`src/lad_pkg.sv`:
```
// constants for the auxiliary command decoder of the lcd driver
package lad_pkg;
    // ----------------------------------------------------------------
    // command byte codes
    // ----------------------------------------------------------------
    localparam logic [7:0] OP_VOLUME_MODE = 8'h81;
    localparam logic [6:0] OP_INDICATOR   = 7'h56;  // upper seven bits, bit 0 = on
    localparam logic [6:0] OP_ALL_POINTS  = 7'h52;  // upper seven bits, bit 0 = all on
    localparam logic [6:0] OP_DISPLAY     = 7'h57;  // upper seven bits, bit 0 = on
    localparam logic [7:0] OP_RESET       = 8'hE2;
    localparam logic [7:0] OP_NOP         = 8'hE3;
    localparam logic [3:0] OP_TEST_NIB    = 4'hF;

    // ----------------------------------------------------------------
    // field layout and reset values
    // ----------------------------------------------------------------
    localparam int         VOL_W         = 6;
    localparam int         IND_W         = 2;
    localparam logic [5:0] VOL_RESET     = 6'h20;
    localparam logic [1:0] IND_OFF       = 2'h0;
    localparam logic [1:0] IND_SLOW      = 2'h1;
    localparam logic [1:0] IND_FAST      = 2'h2;
    localparam logic [1:0] IND_STEADY    = 2'h3;

    // ----------------------------------------------------------------
    // timing
    // ----------------------------------------------------------------
    localparam int CLK_KHZ        = 50_000;
    localparam int BLINK_SLOW_MS  = 1000;
    localparam int BLINK_FAST_MS  = 500;
    localparam int FRAME_MS       = 10;
    localparam int BLINK_SLOW_CYC = BLINK_SLOW_MS * CLK_KHZ;
    localparam int BLINK_FAST_CYC = BLINK_FAST_MS * CLK_KHZ;
    localparam int FRAME_CYC      = FRAME_MS * CLK_KHZ;

    // ----------------------------------------------------------------
    // decoder states
    // ----------------------------------------------------------------
    typedef enum logic [1:0] {
        LAD_ST_IDLE = 2'b00,
        LAD_ST_VOL  = 2'b01,
        LAD_ST_IND  = 2'b10
    } lad_state_e;
endpackage : lad_pkg

```
`src/lad_blink_if.sv`:
```
// signals between the command decoder and the static indicator driver
`timescale 1ns/1ps
interface lad_blink_if;
    logic [1:0] mode;
    logic       osc_run;
    logic       frame;
    logic       segment;

    modport ctrl (output mode, output osc_run, input frame, input segment);
    modport drv  (input mode, input osc_run, output frame, output segment);
endinterface : lad_blink_if

```
`src/lad_aux_decoder.sv`:
```
// auxiliary command decoder: volume, static indicator, power save, nop, test
`timescale 1ns/1ps
// Summary of operation
// - byte 0x81 enters volume mode; next command byte is the volume value
// - volume value keeps its low six bits; upper two ignored
// - loading the volume value returns decoding to normal
// - 1010110x: x=0 indicator off, x=1 on and awaits indicator byte
// - after indicator-on only the indicator byte is accepted; it ends the mode
// - indicator byte keeps two low bits: off, slow, fast blink, steady
// - indicator changes only through indicator commands and reset
// - all-points-on while display off enters power save
// - power save is standby while the indicator has stayed on since entry, sleep otherwise
// - power save keeps memory and modes; display data writes still pass
// - sleep stops oscillator and supply, outputs held at positive rail
// - standby stops supply and multiplexed drive, oscillator keeps running
// - reset command in standby moves the device to sleep
// - blanking output goes low while in power save
// - byte 0xE3 changes nothing except clearing test mode
// - upper nibble 1111 enters test mode; cleared by pin, reset or nop
// - every mode holds until a command changes it
// - reset command restores volume and indicator defaults, memory untouched
// - 1010010x forces all points on for x=1, normal display for x=0
module lad_aux_decoder #(
    parameter int FRAME_CYC = lad_pkg::FRAME_CYC,
    parameter int SLOW_CYC  = lad_pkg::BLINK_SLOW_CYC,
    parameter int FAST_CYC  = lad_pkg::BLINK_FAST_CYC
) (
    // clock and reset
    input  wire logic       clk_sys,
    input  wire logic       rst,
    // host bus pins
    input  wire logic       hw_reset_n,
    input  wire logic       cmd_data_select,
    input  wire logic       wr_strobe_n,
    input  wire logic [7:0] data_bus,
    // display data path
    output logic            data_write,
    output logic [7:0]      data_byte,
    // settings
    output logic [5:0]      lcd_drive_level,
    output logic [1:0]      indicator_mode,
    output logic            display_on,
    output logic            all_points_on,
    output logic            test_mode,
    // power state
    output logic            sleep_mode,
    output logic            standby_mode,
    output logic            osc_run,
    output logic            panel_supply_en,
    output logic            drive_hold_vdd,
    output logic            blanking_out_n,
    // static indicator pins
    output logic            frame_polarity_out,
    output logic            static_segment_out
);
    // ----------------------------------------------------------------
    // pin synchronisers
    // ----------------------------------------------------------------
    logic [10:0] sync1;
    logic [10:0] sync2;
    logic        strobe_d;

    // stage one feeds only stage two
    always_ff @(posedge clk_sys or posedge rst) begin
        if (rst) begin
            sync1    <= 11'h7FF;
            sync2    <= 11'h7FF;
            strobe_d <= 1'b1;
        end else begin
            sync1    <= {hw_reset_n, cmd_data_select, wr_strobe_n, data_bus};
            sync2    <= sync1;
            strobe_d <= sync2[8];
        end
    end

    logic       pin_rst;
    logic       wr_take;
    logic       sel_s;
    logic [7:0] byte_s;

    // a write is taken on the rising edge of the strobe, data then settled
    assign pin_rst = ~sync2[10];
    assign sel_s   = sync2[9];
    assign byte_s  = sync2[7:0];
    assign wr_take = sync2[8] & ~strobe_d;

    // ----------------------------------------------------------------
    // command decoding
    // ----------------------------------------------------------------
    lad_pkg::lad_state_e state;
    lad_pkg::lad_state_e next_state;
    logic [5:0] next_vol;
    logic [1:0] next_ind;
    logic       next_disp;
    logic       next_all;
    logic       next_test;
    logic       next_ps;
    logic       next_sleep;
    logic       next_dwr;
    logic [7:0] next_dbyte;
    logic       power_save;
    logic       cmd;

    always_comb begin
        cmd        = wr_take & ~sel_s;
        next_state = state;
        next_vol   = lcd_drive_level;
        next_ind   = indicator_mode;
        next_disp  = display_on;
        next_all   = all_points_on;
        next_test  = test_mode;
        next_dwr   = wr_take & sel_s;
        next_dbyte = sel_s && wr_take ? byte_s : data_byte;
        if (cmd) begin
            case (state)
                lad_pkg::LAD_ST_VOL: begin
                    next_vol   = byte_s[lad_pkg::VOL_W-1:0];
                    next_state = lad_pkg::LAD_ST_IDLE;
                end
                lad_pkg::LAD_ST_IND: begin
                    next_ind   = byte_s[lad_pkg::IND_W-1:0];
                    next_state = lad_pkg::LAD_ST_IDLE;
                end
                default: begin
                    if (byte_s == lad_pkg::OP_VOLUME_MODE) begin
                        next_state = lad_pkg::LAD_ST_VOL;
                    end else if (byte_s[7:1] == lad_pkg::OP_INDICATOR) begin
                        if (byte_s[0]) begin
                            next_state = lad_pkg::LAD_ST_IND;
                        end else begin
                            next_ind = lad_pkg::IND_OFF;
                        end
                    end else if (byte_s[7:1] == lad_pkg::OP_ALL_POINTS) begin
                        next_all = byte_s[0];
                    end else if (byte_s[7:1] == lad_pkg::OP_DISPLAY) begin
                        next_disp = byte_s[0];
                    end else if (byte_s == lad_pkg::OP_RESET) begin
                        next_vol  = lad_pkg::VOL_RESET;
                        next_ind  = lad_pkg::IND_OFF;
                        next_test = 1'b0;
                    end else if (byte_s == lad_pkg::OP_NOP) begin
                        next_test = 1'b0;
                    end else if (byte_s[7:4] == lad_pkg::OP_TEST_NIB) begin
                        next_test = 1'b1;
                    end
                end
            endcase
        end
        // power save: all points on with display off; leaves when either drops
        next_ps = next_all & ~next_disp;
        if (next_ps && !power_save) begin
            next_sleep = (next_ind == lad_pkg::IND_OFF);
        end else if (next_ps && next_ind == lad_pkg::IND_OFF) begin
            next_sleep = 1'b1;
        end else begin
            next_sleep = next_ps & sleep_mode;
        end
    end

    // pin reset acts like the power-on reset on every register here except data_byte, which it holds
    always_ff @(posedge clk_sys or posedge rst) begin
        if (rst) begin
            state           <= lad_pkg::LAD_ST_IDLE;
            lcd_drive_level <= lad_pkg::VOL_RESET;
            indicator_mode  <= lad_pkg::IND_OFF;
            display_on      <= 1'b0;
            all_points_on   <= 1'b0;
            test_mode       <= 1'b0;
            power_save      <= 1'b0;
            sleep_mode      <= 1'b0;
            data_write      <= 1'b0;
            data_byte       <= 8'h00;
        end else if (pin_rst) begin
            state           <= lad_pkg::LAD_ST_IDLE;
            lcd_drive_level <= lad_pkg::VOL_RESET;
            indicator_mode  <= lad_pkg::IND_OFF;
            display_on      <= 1'b0;
            all_points_on   <= 1'b0;
            test_mode       <= 1'b0;
            power_save      <= 1'b0;
            sleep_mode      <= 1'b0;
            data_write      <= 1'b0;
            data_byte       <= data_byte;
        end else begin
            state           <= next_state;
            lcd_drive_level <= next_vol;
            indicator_mode  <= next_ind;
            display_on      <= next_disp;
            all_points_on   <= next_all;
            test_mode       <= next_test;
            power_save      <= next_ps;
            sleep_mode      <= next_sleep;
            data_write      <= next_dwr;
            data_byte       <= next_dbyte;
        end
    end

    // ----------------------------------------------------------------
    // power outputs, registered from the power state
    // ----------------------------------------------------------------
    always_ff @(posedge clk_sys or posedge rst) begin
        if (rst) begin
            standby_mode    <= 1'b0;
            osc_run         <= 1'b1;
            panel_supply_en <= 1'b1;
            drive_hold_vdd  <= 1'b0;
            blanking_out_n  <= 1'b1;
        end else begin
            standby_mode    <= power_save & ~sleep_mode;
            osc_run         <= ~(power_save & sleep_mode);
            panel_supply_en <= ~power_save;
            drive_hold_vdd  <= power_save;
            blanking_out_n  <= ~power_save;
        end
    end

    // ----------------------------------------------------------------
    // static indicator driver
    // ----------------------------------------------------------------
    lad_blink_if bl ();
    assign bl.mode    = indicator_mode;
    assign bl.osc_run = osc_run;
    assign frame_polarity_out = bl.frame;
    assign static_segment_out = bl.segment;

    lad_blink #(
        .FRAME_CYC (FRAME_CYC),
        .SLOW_CYC  (SLOW_CYC),
        .FAST_CYC  (FAST_CYC)
    ) u_blink (
        .clk_sys (clk_sys),
        .rst     (rst),
        .bl      (bl)
    );
endmodule : lad_aux_decoder

```
`src/lad_blink.sv`:
```
// static indicator drive: frame polarity and blinking segment
`timescale 1ns/1ps
module lad_blink #(
    parameter int FRAME_CYC = lad_pkg::FRAME_CYC,
    parameter int SLOW_CYC  = lad_pkg::BLINK_SLOW_CYC,
    parameter int FAST_CYC  = lad_pkg::BLINK_FAST_CYC
) (
    // clock and reset
    input  wire logic clk_sys,
    input  wire logic rst,
    // decoder side
    lad_blink_if.drv  bl
);
    logic [31:0] frame_cnt;
    logic [31:0] blink_cnt;
    logic        phase;
    logic        frame;
    logic        segment;
    logic [31:0] next_frame_cnt;
    logic [31:0] next_blink_cnt;
    logic        next_phase;
    logic        next_frame;
    logic        next_segment;
    logic [31:0] period;
    logic        lit;

    // ----------------------------------------------------------------
    // counters; counters, blink phase and frame clear to zero while the oscillator is stopped
    // ----------------------------------------------------------------
    always_comb begin
        period         = (bl.mode == lad_pkg::IND_FAST) ? 32'(FAST_CYC) : 32'(SLOW_CYC);
        next_frame_cnt = frame_cnt;
        next_blink_cnt = blink_cnt;
        next_phase     = phase;
        next_frame     = frame;
        if (!bl.osc_run) begin
            next_frame_cnt = 32'h0000_0000;
            next_blink_cnt = 32'h0000_0000;
            next_phase     = 1'b0;
            next_frame     = 1'b0;
        end else begin
            if (frame_cnt >= 32'(FRAME_CYC - 1)) begin
                next_frame_cnt = 32'h0000_0000;
                next_frame     = ~frame;
            end else begin
                next_frame_cnt = frame_cnt + 32'h0000_0001;
            end
            if (blink_cnt >= period - 32'h0000_0001) begin
                next_blink_cnt = 32'h0000_0000;
                next_phase     = ~phase;
            end else begin
                next_blink_cnt = blink_cnt + 32'h0000_0001;
            end
        end
        // lit electrode sees the inverted frame, unlit sees the same phase
        lit = (bl.mode == lad_pkg::IND_STEADY) ||
              ((bl.mode == lad_pkg::IND_SLOW || bl.mode == lad_pkg::IND_FAST) && phase);
        next_segment = next_frame ^ lit;
    end

    always_ff @(posedge clk_sys or posedge rst) begin
        if (rst) begin
            frame_cnt <= 32'h0000_0000;
            blink_cnt <= 32'h0000_0000;
            phase     <= 1'b0;
            frame     <= 1'b0;
            segment   <= 1'b0;
        end else begin
            frame_cnt <= next_frame_cnt;
            blink_cnt <= next_blink_cnt;
            phase     <= next_phase;
            frame     <= next_frame;
            segment   <= next_segment;
        end
    end

    assign bl.frame   = frame;
    assign bl.segment = segment;
endmodule : lad_blink

```
`config.mk`:
```
export PLATFORM = sky130hd
export DESIGN_NAME = lad_aux_decoder
export DESIGN_NICKNAME = d
export VERILOG_FILES = /design/src/lad_pkg.sv /design/src/lad_blink_if.sv /design/src/lad_aux_decoder.sv /design/src/lad_blink.sv
export SDC_FILE = /design/constraint.sdc
export NUM_CORES = 1
export LEC_CHECK = 0
export ABC_AREA = 1
export BUFFER_PORTS_ARGS = -buffer_cell sky130_fd_sc_hd__buf_2
export CAP_MARGIN = 20
export CORE_ASPECT_RATIO = 1.75
export CORE_MARGIN = 3
export CORE_UTILIZATION = 45
export CTS_CLUSTER_DIAMETER = 30
export CTS_CLUSTER_SIZE = 8
export DETAILED_ROUTE_END_ITERATION = 10
export PLACE_DENSITY = 0.66
export SLEW_MARGIN = 10
export SYNTH_ARGS = -nofsm -noshare
export SYNTH_HDL_FRONTEND = slang
export SYNTH_SLANG_ARGS = --single-unit
```
`constraint.sdc`:
```
create_clock -name clk_sys -period 4.1 [get_ports clk_sys]
set_input_delay 0.205 -clock clk_sys [delete_from_list [all_inputs] [get_ports clk_sys]]
set_output_delay 0.205 -clock clk_sys [all_outputs]
set_load 0.01 [all_outputs]
```
==> results of run 1 <==
-- through the flow --
stage,area [um^2],util [%],instances,total power [W]
floorplan,5290,-,564,0.00134
global placement,5620,50.0,730,0.00139
detailed placement,5620,50.0,730,0.00139
CTS,6370,56.7,773,0.00302
global route,6410,57.1,775,0.00310
finish,6410,57.1,775,0.00299
-- critical path, delay by kind of cell, from the launching register on --
family / cells / cell delay, ns
AND/OR/NAND/NOR: 4 / 1.04
adder cells (fa/ha/maj): 2 / 0.63
flip-flops: 1 / 0.41
AO/OA/AOI/OAI: 3 / 0.36
buffers and inverters: 2 / 0.24
-- where the power goes --
part / internal [W] / switching, W
clock network: 0.00111 / 0.000492
registers: 0.00122 / 0.0000220
logic: 0.0000510 / 0.0000917
-- synthesized netlist by cell type --
cell type,instances
nor3_1,16
nor3b_1,5
clkbuf_1,1
xor2_1,12
buf_4,3
dfrtp_1,92
nand4_1,10
nand2_1,87
buf_8,1
nand3b_1,3
a31oi_1,2
inv_2,7
nand3_1,33
or2_2,1
clkinv_1,1
o22ai_1,1
a21oi_1,18
conb_1,1
inv_1,54
a21oi_2,1
o21ai_1,5
buf_2,2
nor3_4,1
nand3_4,2
nor2_4,4
nor3_2,4
o21ai_0,18
nor2_2,18
nand3_2,4
ha_1,15
xnor2_1,8
nor4_1,2
dfstp_2,26
nor2_1,81
o21a_1,2
nand2_2,6
-- cells by family (layout without fill, tap and decap cells) --
kind of cell,Yosys count,count (layout),share of synthesized area [%]
DFF,118,118,57.1
xor gates and xnor gates,20,20,3.35
adders and majority gates,15,15,3.59
other,1,18,0.0717
buffers and inverters,69,148,5.43
AOI/OAI and AO/OA,47,47,4.74
and+or+nand+nor,277,277,25.7
-- sequential cells by signal (all words and copies together), names as in the netlist --
name / cells
u_blink.blink_cnt: 32
u_blink.frame_cnt: 32
sync1: 11
sync2: 11
data_byte: 8
lcd_drive_level: 6
indicator_mode: 2
state: 2
all_points_on: 1
blanking_out_n: 1
data_write: 1
display_on: 1
drive_hold_vdd: 1
osc_run: 1
power_save: 1
sleep_mode: 1
standby_mode: 1
strobe_d: 1
test_mode: 1
u_blink.bl.frame: 1
u_blink.bl.segment: 1
u_blink.phase: 1
-- area by class of cell --
cell class                      count  area [um^2]  share of cell area [%]
Clock inverter                      8          173                    2.69
Timing Repair Buffer               54          355                    5.55
Tap cell                          132          165                    2.58
Sequential cell                   118         2990                    46.6
Clock buffer                       24          472                    7.36
Multi-Input combinational cell    377         2020                    31.6
Inverter                           62          235                    3.67
-- routing by layer --
metal  up-vias  global-route usage (%)  part of all wire, %  wire, um
met5         -                       0                    0         0
met3        13                    4.82                  4.1       405
met1      1825                    19.8                   40      4010
li1       1905                       -                    -         -
met4         0                    6.84                  1.5       152
met2        77                    29.0                   54      5400
-- path summary, 6_finish.rpt --
kind	startpoint	to	slack, ns
setup / recovery	indicator_mode[0]	u_blink.blink_cnt[10]	1.31
min in group clk_sys	sync1[5]	sync2[5]	0.35
hold reg to reg	sync1[5]	sync2[5]	0.35
hold / removal	rst	state[0]	0.31
setup reg to reg	indicator_mode[0]	u_blink.blink_cnt[10]	1.31
max in group asynchronous	rst	sync2[2]	3.04
==> impl_metrics.yaml, run 1 <==
outcome:
  status: "finished clean"
yosys:
  ys_seq_elements: 118
  postSynthAreaPerCell_um2: 9.56
  yosysTopAreaCell: "dfrtp_1"
  synth_area_leaders: "dfrtp_1 (44%), dfstp_2 (13%), nand2_1 (6.2%)"
  ys_types: 36
  yosysWarnings: 0
  synth_top_area_share_pct: 44.0
  syn_area_mm2: 0.00523
  synth_cells: 547
  ys_seq_area_share_pct: 57.1
worst_setup_path:
  r2r_cells: 11
  cp_slowest_cell: "nand3_2"
  critPathArrivalTime_ns: 3.09
  criticalPathCategory: "register to register"
  endpoint_kind: "register"
  crit_required_ns: 4.40
  start_kind: "register"
  path_cells: "inv_1, ha_1, inv_1, ha_1, a21oi_1, o21ai_0, a21oi_1, nand2_1, nand2_1, nand3_2, nor3b_1"
  crit_fanout: 29
  slowest_delay_ns: 0.52
clocking:
  ctsResizeCount: 0
  cts_buffers: 17
  hold_buffers: 11
  htreeDepth: 4
  path_clk_slew_ns: 0.05
  clk_latency_ns: 0.41
  post-cts-setup-buffer-count: 0
  cts_root_buf: "clkbuf_16"
  clock_sinks: 118
  clock_path_buffers: 2
  cts_tree: "done"
global_routing:
  antenna_found_initial: 0
  grt_pass1_wl_um: 17300
  grtUsageTotal_pct: 17.0
  overflow: 0
  grt_max_degree: 86
  grt_pass1_vias: 3801
power_and_ir_drop:
  powerDensity_mw_per_mm2: 466
  p_leak_nw: 2.94
  ir_drop_v: 0.000358
die:
  chipWidth_um: 87.5
  dieHeight_um: 149
  core_area_mm2: 0.0112
  io_pins: 41
  rows: 51
  initial_utilization_pct: 46.5
  fp.dieArea_mm2: 0.0130
routing:
  routedWlPerCell_um: 12.9
  viasPerCell: 4.93
  drt-total-wl_um: 9960
  drtIter0Drc: 190
  antenna_violating_nets_post_route: 0
  drc_errors: 0
  vias: 3820
  drt_first_pass_iters: 4
placement:
  port_buffers: 40
  dp_slack_ns: 1.26
  hpwl_um: 6940
  routabilityCongestion: 0.932
timing:
  post-route-period-util_pct: 68.1
  relSlewSlack_pct: 52.8
  setup_violations: 0
  tightest_slew_ns: 0.703
  drv_slew: 0
  rsz0062_at_grt: "no"
  fmax_ghz: 0.358
  finalHoldViolations: 0
  holdWs_ns: 0.309
  period_needed_ns: 2.79
  worst_slack_ns: 1.31
  tns_ns: 0
  fin_skew_ns: 0.00834
layout:
  diodes: 0
  num-nets-final: 658
  area_growth_pct: 22.6
  drive_gt1_share_pct: 22.4
  layout_commonest_cell: "dfrtp_1"
  fill_cells: 953
  final_cell_mix: "dfrtp_1 (92), nand2_1 (87), nor2_1 (81), inv_1 (53), buf_2 (40)"
worst_hold_path:
  min_path_type: "primary input to asynchronous set/reset pin"
job:
  cap_violations: 0
Power figures use the tool's default switching activity.
==> run 2, diff against run 1 <==
--- a/config.mk
+++ b/config.mk
@@ -14,7 +14,7 @@
 export CTS_CLUSTER_DIAMETER = 30
 export CTS_CLUSTER_SIZE = 8
 export DETAILED_ROUTE_END_ITERATION = 10
-export PLACE_DENSITY = 0.66
+export PLACE_DENSITY = 0.68
 export SLEW_MARGIN = 10
 export SYNTH_ARGS = -nofsm -noshare
 export SYNTH_HDL_FRONTEND = slang
==> constraint.sdc (replaced) <==
create_clock -name clk_sys -period 2.5 [get_ports clk_sys]
set_input_delay 0.125 -clock clk_sys [delete_from_list [all_inputs] [get_ports clk_sys]]
set_output_delay 0.125 -clock clk_sys [all_outputs]
set_load 0.01 [all_outputs]
==> run 2 against run 1 <==
  * Sequential cell count is the same
  * Routed wire length grew 2.7%
  * Design area shrank 0.74%
  * Worst setup slack lost 1.1 ns
  * Core utilization shrank 0.42 points
  * Maximum frequency grew 21%
  * Critical endpoint is now u_blink.blink_cnt[25]
==> impl_metrics.yaml, run 2 (same netlist as run 1, synthesis figures left out) <==
outcome:
  status: "finished clean"
clocking:
  clk_latency_ns: 0.42
  post-cts-setup-buffer-count: 0
  clock_path_buffers: 2
  cts_buffers: 17
  cts_root_buf: "clkbuf_16"
  clock_sinks: 118
  path_clk_slew_ns: 0.05
  htreeDepth: 4
  cts_tree: "done"
power_and_ir_drop:
  powerDensity_mw_per_mm2: 725
  ir_drop_v: 0.000760
  p_leak_nw: 2.94
worst_setup_path:
  crit_buf_inv: 4
  criticalPathCategory: "register to register"
  r2r_start: "indicator_mode[0]"
  rr_endpoint: "u_blink.blink_cnt[25]"
  critPathArrivalTime_ns: 2.61
  rrSetupSlack_ns: 0.19
  start_kind: "register"
  crit_required_ns: 2.80
  cp_slowest_cell: "dfrtp_1"
  r2r_cells: 14
  slowest_delay_ns: 0.41
  crit_fanout: 17
  path_cells: "inv_1, ha_2, inv_1, ha_1, nand3_1, nor2_1, nand3_1, nor2_1, nand2_1, nand3_2, buf_4, inv_1, nand2_1, nor2_1"
  path_delay_family: "simple AND/OR/NAND/NOR gates"
  endpoint_kind: "register"
timing:
  drv_slew: 0
  fin_skew_ns: 0.0184
  tightest_slew_ns: 0.615
  finalHoldViolations: 0
  relSlewSlack_pct: 59.0
  period_needed_ns: 2.31
  setup_violations: 0
  tns_ns: 0
  fmax_ghz: 0.434
  rsz0062_at_grt: "no"
  post-route-period-util_pct: 92.3
routing:
  drc_errors: 0
  vias: 3877
  routedWlPerCell_um: 13.2
  antenna_violating_nets_post_route: 0
  drt_first_pass_iters: 5
  drt-total-wl_um: 10200
  viasPerCell: 4.99
  drtIter0Drc: 195
global_routing:
  grt_pass1_vias: 3911
  grt_max_degree: 119
  overflow: 0
  grt_pass1_wl_um: 17700
  grtUsageTotal_pct: 17.4
  antenna_found_initial: 0
placement:
  routabilityCongestion: 0.907
  hpwl_um: 7190
  port_buffers: 40
  place_inst: 733
layout:
  seq_area_mm2: 0.00299
  drive_gt1_share_pct: 23.6
  multi_input_area_mm2: 0.00202
  diodes: 0
  layout_commonest_cell: "dfrtp_1"
  fill_cells: 971
  num-nets-final: 660
  fin_cells: 777
  reg_top3: "u_blink.blink_cnt x32, u_blink.frame_cnt x32"
  final_cell_mix: "dfrtp_1 (92), nand2_1 (87), nor2_1 (81), inv_1 (53), buf_2 (40)"
  area_growth_pct: 21.7
die:
  chipWidth_um: 87.5
  initial_utilization_pct: 46.5
  rows: 51
  io_pins: 41
  fp.dieArea_mm2: 0.0130
  core_area_mm2: 0.0112
  dieHeight_um: 149
job:
  cap_violations: 0
worst_hold_path:
  holdPathEnd: "sync1[0]"
  holdPathStages: 2
  min_path_type: "primary input to register"
  worstHoldStart: "data_bus[0]"
run 2: changes by cell type in the layout (fill, tap and decap cells not counted), sizes merged:
cell and change:
buf +2, clkinvlp -1, clkinv +6, clkbuf -3
inv +2, bufinv -4
run 2: what timing repair did:
item / CTS / global route
gates resized for setup: 0 / 1
endpoints found under the hold margin: 103 / 0
hold buffers: 12 / 0
setup endpoints to repair: 0 / 10
run 2: worst max-delay path by stage:
| stage | startpoint | slack [ns] | depth (start not counted) | endpoint |
|---|---|---|---|---|
| floorplan | indicator_mode[0] | 0.41 | 13 | u_blink.blink_cnt[12] |
| global placement | indicator_mode[0] | 0.28 | 14 | u_blink.blink_cnt[25] |
| detailed placement | indicator_mode[0] | 0.13 | 14 | u_blink.blink_cnt[25] |
| CTS | indicator_mode[0] | 0.12 | 14 | u_blink.blink_cnt[25] |
| global route | indicator_mode[0] | 0.002 | 14 | u_blink.blink_cnt[25] |
| finish | indicator_mode[0] | 0.19 | 14 | u_blink.blink_cnt[25] |
run 2: metrics by stage:
| stage | hold slack [ns] | total power (W) | setup slack, ns | utilization, % | cell area (um^2) |
|---|---|---|---|---|---|
| finish | 0.348 | 0.00461 | 0.193 | 56.6 | 6360 |
| global route | 0.338 | 0.00479 | 0.00194 | 56.6 | 6360 |
| CTS | 0.337 | 0.00466 | 0.123 | 56.6 | 6360 |
| detailed placement | 0.231 | 0.00229 | 0.134 | 50.3 | 5650 |
| global placement | 0.231 | 0.00228 | 0.280 | 50.3 | 5650 |
| floorplan | 0.129 | 0.00220 | 0.406 | - | 5300 |
run 2: cell type report:
type / count / share of cell area, %
multi-input cells: 377 / 31.8
clock inverters: 11 / 1.48
repair buffers: 56 / 5.71
inverters: 62 / 3.72
clock buffers: 21 / 7.73
flip-flops and latches: 118 / 46.9
well taps: 132 / 2.60
run 2: power by group:
part,switching (W),internal (W)
combinational,0.000149,0.0000834
sequential,0.0000379,0.00200
clock,0.000846,0.00150
run 2: per-layer routing:
layer | vias up | GRT usage [%] | part of all wire, %
met5 | - | 0 | 0
met3 | 21 | 4.60 | 3.8
li1 | 1911 | - | -
met4 | 0 | 8.76 | 2.6
met1 | 1852 | 19.4 | 39
met2 | 93 | 29.8 | 54
